**config.mk**
```make
export PLATFORM = sky130hd
export DESIGN_NAME = asbc_host
export DESIGN_NICKNAME = d
export VERILOG_FILES = /design/src/asbc_pkg.sv /design/src/asbc_host.sv
export SDC_FILE = /design/constraint.sdc
export NUM_CORES = 1
export LEC_CHECK = 0
export ABC_CLOCK_PERIOD_IN_PS = 3900
export BUFFER_PORTS_ARGS = -buffer_cell sky130_fd_sc_hd__clkbuf_2
export CAP_MARGIN = 10
export CORE_MARGIN = 5
export CORE_UTILIZATION = 25
export CTS_CLUSTER_SIZE = 30
export DETAILED_ROUTE_END_ITERATION = 12
export PLACE_DENSITY = 0.5
export SLEW_MARGIN = 20
export SYNTH_ARGS = -nofsm -noshare
export SYNTH_HDL_FRONTEND = slang
export SYNTH_SLANG_ARGS = --single-unit
export TNS_END_PERCENT = 100
```
**constraint.sdc**
```tcl
create_clock -name mclk -period 3.9 [get_ports mclk]
set_clock_uncertainty 0.05 [all_clocks]
set_input_delay 0.585 -clock mclk [delete_from_list [all_inputs] [get_ports mclk]]
set_output_delay 0.585 -clock mclk [all_outputs]
set_load 0.02 [all_outputs]
```
**src/asbc_pkg.sv**
```systemverilog
// package: types and timing constants for the static memory host controller
`default_nettype none
package asbc_pkg;
    localparam int ADDR_W = 17;
    localparam int DATA_W = 8;
    localparam int CLK_NS = 50;
    // device timing figures in ns
    localparam int T_ACCESS_NS = 55;
    localparam int T_WRITE_PULSE_NS = 40;
    localparam int T_DATA_SETUP_NS = 25;
    localparam int T_STROBE_LOW_TO_FLOAT_NS = 20;
    localparam int T_OE_FLOAT_NS = 20;
    // least times round up, at least one cycle
    // two extra cycles: read data passes the two-flop synchroniser
    localparam int RD_CYC = (T_ACCESS_NS + CLK_NS - 1) / CLK_NS + 2;
    localparam int WP_SUM_NS = T_DATA_SETUP_NS + T_STROBE_LOW_TO_FLOAT_NS;
    localparam int WP_NS = (T_WRITE_PULSE_NS > WP_SUM_NS) ?
        T_WRITE_PULSE_NS : WP_SUM_NS;
    localparam int WR_CYC = (WP_NS + CLK_NS - 1) / CLK_NS;
    localparam int FLT_CYC = (T_STROBE_LOW_TO_FLOAT_NS + CLK_NS - 1) / CLK_NS;
    localparam int OEF_CYC = (T_OE_FLOAT_NS + CLK_NS - 1) / CLK_NS;
    localparam int CNT_W = 4;
    localparam logic [CNT_W-1:0] CNT_RST = 4'h0;
    localparam logic [ADDR_W-1:0] ADDR_RST = 17'h00000;
    localparam logic [DATA_W-1:0] DATA_RST = 8'h00;

    typedef struct packed {
        logic select_active_low;
        logic select_active_high;
        logic write_strobe_n;
        logic output_enable_n;
    } asbc_ctl_t;

    localparam asbc_ctl_t CTL_IDLE = '{1'b1, 1'b0, 1'b1, 1'b1};

    typedef struct packed {
        logic write;
        logic [ADDR_W-1:0] addr;
        logic [DATA_W-1:0] wdata;
    } asbc_req_t;
endpackage : asbc_pkg
`default_nettype wire

```
**src/asbc_host.sv**
```systemverilog
// host controller driving an asynchronous static memory through its pins
`default_nettype none
module asbc_host (
    input wire logic mclk,
    input wire logic rst_b,
    input wire logic req_valid,
    input wire asbc_pkg::asbc_req_t req,
    output logic req_ready,
    output logic rd_valid,
    output logic [asbc_pkg::DATA_W-1:0] rd_data,
    output logic wr_done,
    output asbc_pkg::asbc_ctl_t mem_ctl,
    output logic [asbc_pkg::ADDR_W-1:0] mem_addr,
    input wire logic [asbc_pkg::DATA_W-1:0] mem_data_in,
    output logic [asbc_pkg::DATA_W-1:0] mem_data_out,
    output logic mem_data_oe
);
    typedef enum logic [2:0] {
        S_IDLE, S_RD, S_RD_END, S_WR_SETUP, S_WR, S_WR_END
    } asbc_state_t;

    asbc_state_t state_q, state_d;
    logic [asbc_pkg::CNT_W-1:0] cnt_q, cnt_d;
    asbc_pkg::asbc_ctl_t ctl_q, ctl_d;
    logic [asbc_pkg::ADDR_W-1:0] addr_q, addr_d;
    logic [asbc_pkg::DATA_W-1:0] wdat_q, wdat_d, rdat_q, rdat_d;
    logic oe_q, oe_d, rdy_q, rdy_d, rdv_q, rdv_d, wrd_q, wrd_d;
    logic [asbc_pkg::DATA_W-1:0] sync1_q, sync2_q;

    // pins come from an asynchronous part: two flops before use
    always_ff @(posedge mclk) begin
        if (!rst_b) begin
            sync1_q <= asbc_pkg::DATA_RST;
            sync2_q <= asbc_pkg::DATA_RST;
        end else begin
            sync1_q <= mem_data_in;
            sync2_q <= sync1_q;
        end
    end

    always_comb begin
        state_d = state_q;
        cnt_d = cnt_q;
        ctl_d = ctl_q;
        addr_d = addr_q;
        wdat_d = wdat_q;
        rdat_d = rdat_q;
        oe_d = oe_q;
        rdy_d = rdy_q;
        rdv_d = 1'b0;
        wrd_d = 1'b0;
        case (state_q)
            S_IDLE: begin
                if (req_valid && rdy_q) begin
                    rdy_d = 1'b0;
                    addr_d = req.addr;
                    cnt_d = asbc_pkg::CNT_RST;
                    if (req.write) begin
                        wdat_d = req.wdata;
                        // select first, output enable high so pins float
                        ctl_d = '{1'b0, 1'b1, 1'b1, 1'b1};
                        state_d = S_WR_SETUP;
                    end else begin
                        // address set a cycle before select would also work,
                        // but same-edge is allowed and saves a cycle
                        ctl_d = '{1'b0, 1'b1, 1'b1, 1'b0};
                        state_d = S_RD;
                    end
                end
            end
            S_RD: begin
                cnt_d = cnt_q + 4'h1;
                if (cnt_q == 4'(asbc_pkg::RD_CYC - 1)) begin
                    rdat_d = sync2_q;
                    rdv_d = 1'b1;
                    ctl_d = asbc_pkg::CTL_IDLE;
                    cnt_d = asbc_pkg::CNT_RST;
                    state_d = S_RD_END;
                end
            end
            S_RD_END: begin
                // wait for memory outputs to float before any new cycle
                cnt_d = cnt_q + 4'h1;
                if (cnt_q == 4'(asbc_pkg::OEF_CYC - 1)) begin
                    rdy_d = 1'b1;
                    state_d = S_IDLE;
                end
            end
            S_WR_SETUP: begin
                // memory pins already floating: start driving, strobe low
                oe_d = 1'b1;
                ctl_d.write_strobe_n = 1'b0;
                cnt_d = asbc_pkg::CNT_RST;
                state_d = S_WR;
            end
            S_WR: begin
                cnt_d = cnt_q + 4'h1;
                if (cnt_q == 4'(asbc_pkg::WR_CYC - 1)) begin
                    // strobe rises first, select stays: data held past edge
                    ctl_d.write_strobe_n = 1'b1;
                    state_d = S_WR_END;
                end
            end
            S_WR_END: begin
                // deselect and release data one cycle after the ending edge
                ctl_d = asbc_pkg::CTL_IDLE;
                oe_d = 1'b0;
                wrd_d = 1'b1;
                rdy_d = 1'b1;
                state_d = S_IDLE;
            end
            default: begin
                ctl_d = asbc_pkg::CTL_IDLE;
                oe_d = 1'b0;
                rdy_d = 1'b1;
                state_d = S_IDLE;
            end
        endcase
    end

    always_ff @(posedge mclk) begin
        if (!rst_b) begin
            state_q <= S_IDLE;
            cnt_q <= asbc_pkg::CNT_RST;
            ctl_q <= asbc_pkg::CTL_IDLE;
            addr_q <= asbc_pkg::ADDR_RST;
            wdat_q <= asbc_pkg::DATA_RST;
            rdat_q <= asbc_pkg::DATA_RST;
            oe_q <= 1'b0;
            rdy_q <= 1'b1;
            rdv_q <= 1'b0;
            wrd_q <= 1'b0;
        end else begin
            state_q <= state_d;
            cnt_q <= cnt_d;
            ctl_q <= ctl_d;
            addr_q <= addr_d;
            wdat_q <= wdat_d;
            rdat_q <= rdat_d;
            oe_q <= oe_d;
            rdy_q <= rdy_d;
            rdv_q <= rdv_d;
            wrd_q <= wrd_d;
        end
    end

    assign req_ready = rdy_q;
    assign rd_valid = rdv_q;
    assign rd_data = rdat_q;
    assign wr_done = wrd_q;
    assign mem_ctl = ctl_q;
    assign mem_addr = addr_q;
    assign mem_data_out = wdat_q;
    assign mem_data_oe = oe_q;

    logic sel;
    assign sel = !ctl_q.select_active_low && ctl_q.select_active_high;

    localparam int RD_LAT = asbc_pkg::RD_CYC;
endmodule : asbc_host
`default_nettype wire

```
==> results.txt <==
* Residual antenna-violating net count after detailed routing: 0
- Summed over all failing endpoints, the final setup total negative slack is 0 ps.
- In the final layout, the share of cells above drive strength 1 is 0.296.
* Worst vdd rail ir drop: 196 µV
- Combined area of all synthesized cells: 0.00241 mm²
* Area delta synth->final: 27.7%
- PD cells: 570 mW/mm²
* Part of the total power dissipated in combinational logic: 0.190
- Counting every sink on the clock net gives 64.
* Final weighted congestion of routability-driven global placement: 0.795
- Cell internal power was estimated by the tool at 1.22 mW.
* DRT Wirelength: 5680 µm
* Arrival @ worst endpoint: 2320 ps
* Critical R2R Launch: cnt_q[0]
- The worst setup path is captured at a register.
- The min-delay analysis places its worst path in the category register to register.
- For this design the top-level I/O count stands at 78.
- The worst setup path is of the register to register kind.
- The worst path meets setup with 1720 ps of slack.
- Number of flip-flops and latches in the synthesized netlist: 64
- In this run the most critical hold path is launched from sync1_q[1].
- Summed over all nets, the switching power comes to 0.533 mW.
- Count of TritonRoute iterations in the first routing pass: 4
- Summed over all layers, the global routing overflow is 0.
* Async SR Flop Fraction: 0
- The worst setup path is launched from a register.
- Commonest register cell after synthesis: dfxtp_1
- In this run the core area contains 35 standard-cell rows.
- Counting distinct cell types in the post-synthesis netlist gives 45.
- The H-tree generated during clock tree synthesis spans 3 levels.
- Worst-case register-to-register setup slack: 1720 ps
- CTS root buffer: clkbuf_8
- The number of cells on the worst reg-to-reg path is 5.
- Hold Path Sink: sync2_q[1]
- The initial utilization of the core area, before any placement, comes to 0.258.
- Including well taps, the total number of placed cells is 451.
- In this run, CTS created clock tree buffers numbering 9.
- The later pin in the worst-skew pair is clocked with a latency of 340 ps.
- Pre-CTS WS: 1440 ps
* Part of the power in the clock network: 0.371
- Postcts setup bufs: 0
- Per-cell routed wire length: 12.2 µm
* Pins over their slew limit: 0
* Vias in the first global route: 1871
* Overall via count from detail_route: 1976
- Final period demand of the worst path: 2180 ps
- The first global-routing pass estimated 8960 µm of wire.
- Max Clk Rate: 459 MHz
- Net Count, Synth: 300
- For this run, the post-layout net count is 372.
- For this run, the total global-route usage over all layers was measured as 0.0973.
* Maximum root-to-sink buffer count: 2
- Area share of the largest cell type after synthesis: 0.533
* MaxCap Viol Count: 0
- Core area: 0.00933 mm²
* Final Setup Violations: 0
- Finished Core Util: 0.329
- Of all nets on the critical path, the largest fanout is 9.
- In this run, synthesis inferred 0 flip-flops with an integrated enable.
- Outcome: complete, no violations
* TritonCTS clock tree: yes
* Antenna diode instance count: 0
- The floorplan step defined a die boundary enclosing 0.0117 mm².
* Total half-perimeter wirelength after legalization and detailed placement: 3930 µm
* Number of cells upsized or downsized after cts: 0
* Ys Warns: 0
* Number of failing hold endpoints at the final stage: 0
* Cell taking the most area after synthesis: dfxtp_1
* Leading post-synthesis cells by cell area: dfxtp_1 (53%), nand2_1 (7.2%), a21oi_1 (7.1%)
- The share of the Yosys chip area taken by registers is 0.533.
- Count of unresolved DRC violations after routing: 0
- Terminus of the critical flop-to-flop path: rd_data[3]
- Hold-fix buffer count after cts: 0
* Final Instance Count excl. Fillers: 467
- Of the total power, the share spent switching nets is 0.305.
- Vias per cell: 4.23
- Y dimension of the die: 108 µm
* Largest net degree at the start of global routing: 28
* Hold Path Depth: 1
- Initial antenna violation count: 0
* Unrepaired setup endpoints after global routing: false
* Number of buffers inserted by port buffering: 77
- For this design the static power due to leakage is 1.35 nW.
- Clock transition at the registers of the reported paths: 70 ps
- The share of total power dissipated in sequential elements is 0.440.
- Worst Max-Slew Pin Slew: 917 ps
- A synthesized cell averages 9.22 µm².
- Chip width: 108 µm
- After the first detailed-routing iteration, the DRC count stood at 79.
- Of the available clock period, the critical path in the final layout requires 0.558.
* Max-slew headroom at the worst pin: 0.388
- Post-synthesis instance total: 261
- STA puts the critical path data required time at 4050 ps.
-- routing by layer --
metal / routed length (µm) / track usage / vias up / part of all wire
met5: 0 / 0 / - / 0
met3: 462 / 0.0406 / 9 / 0.081
met2: 2560 / 0.151 / 59 / 0.45
li1: - / - / 1023 / -
met1: 2550 / 0.115 / 885 / 0.45
met4: 102 / 0.0514 / 0 / 0.018
-- cell type report --
| cell class | instances | area [µm²] |
|---|---|---|
| Tap cell | 129 | 161 |
| Clock inverter | 6 | 91.3 |
| Clock buffer | 10 | 138 |
| Fill cell | 965 | 6260 |
| Sequential cell | 64 | 1280 |
| Inverter | 4 | 15.0 |
| Multi-Input combinational cell | 176 | 992 |
| Timing Repair Buffer | 78 | 393 |
-- Yosys cell counts, drive strengths merged (2+ instances only) --
master	instances
clkbuf	8
nor2	20
xor2	2
ha	2
a21oi	34
nand3b	3
inv	4
and2	16
nand2	46
nor3	5
dfxtp	64
nand3	11
nand2b	4
o21ai	3
mux2i	8
buf	9
-- logic make-up after synthesis --
kind of cell	share of synthesized area
and+or+nand+nor	0.236
DFF	0.533
AOI/OAI and AO/OA	0.116
buffers and inverters	0.0551
muxes	0.0395
xor gates and xnor gates	0.0109
adders and majority gates	0.0104
-- power by group through the flow --
| stage | logic [mW] | clock network (mW) | registers [mW] |
|---|---|---|---|
| final | 0.332 | 0.648 | 0.770 |
| after global routing | 0.369 | 0.700 | 0.780 |
| after floorplan | 0.219 | 0 | 0.811 |
| after CTS | 0.335 | 0.671 | 0.769 |
| after global placement | 0.331 | 0 | 0.784 |
| after detailed placement | 0.335 | 0 | 0.784 |
-- cell usage in the layout (no fill, tap or decap), types with 2 or more instances in the layout --
master / instances
a21oi_1: 34
and2_1: 16
bufinv_16: 2
clkbuf_2: 77
clkbuf_8: 10
clkinvlp_4: 3
dfxtp_1: 64
ha_1: 2
inv_1: 4
mux2i_1: 8
nand2_1: 46
nand2b_1: 4
nand3_1: 10
nand3b_1: 3
nor2_1: 20
nor3_1: 4
o21ai_0: 3
xor2_1: 2
-- sequential cells by signal (all words and copies together), names as in the netlist --
name	flops
sync2_q	8
mem_data_out	8
mem_data_oe	1
cnt_q	4
sync1_q	8
mem_addr	17
mem_ctl	4
req_ready	1
state_q	3
rd_data	8
rd_valid	1
wr_done	1
-- through the flow --
| step | cell area (µm²) | power, mW | hold slack, ps |
|---|---|---|---|
| finish | 3070 | 1.75 | 384 |
| global placement | 2840 | 1.12 | 364 |
| global route | 3070 | 1.85 | 379 |
| CTS | 3070 | 1.77 | 377 |
| detailed placement | 2840 | 1.12 | 368 |
| floorplan | 2410 | 1.03 | 362 |
-- critical path: stages, from the launching register on --
cell and delay [ps]:
dfxtp_1 400, ha_1 180, nor3b_1 520, nand3b_1 530, mux2i_1 290, nor2_1 50
-- how the worst max path moves through the flow --
stage	cells after the start	slack, ps	from	end
after global routing	5	1570	cnt_q[0]	rd_data[3]
after global placement	5	1520	rst_b	mem_ctl[0]
final	5	1720	cnt_q[0]	rd_data[3]
after floorplan	6	2320	cnt_q[0]	state_q[1]
after CTS	5	1710	cnt_q[0]	rd_data[3]
after detailed placement	5	1440	rst_b	mem_ctl[0]
Power figures use the tool's default switching activity.
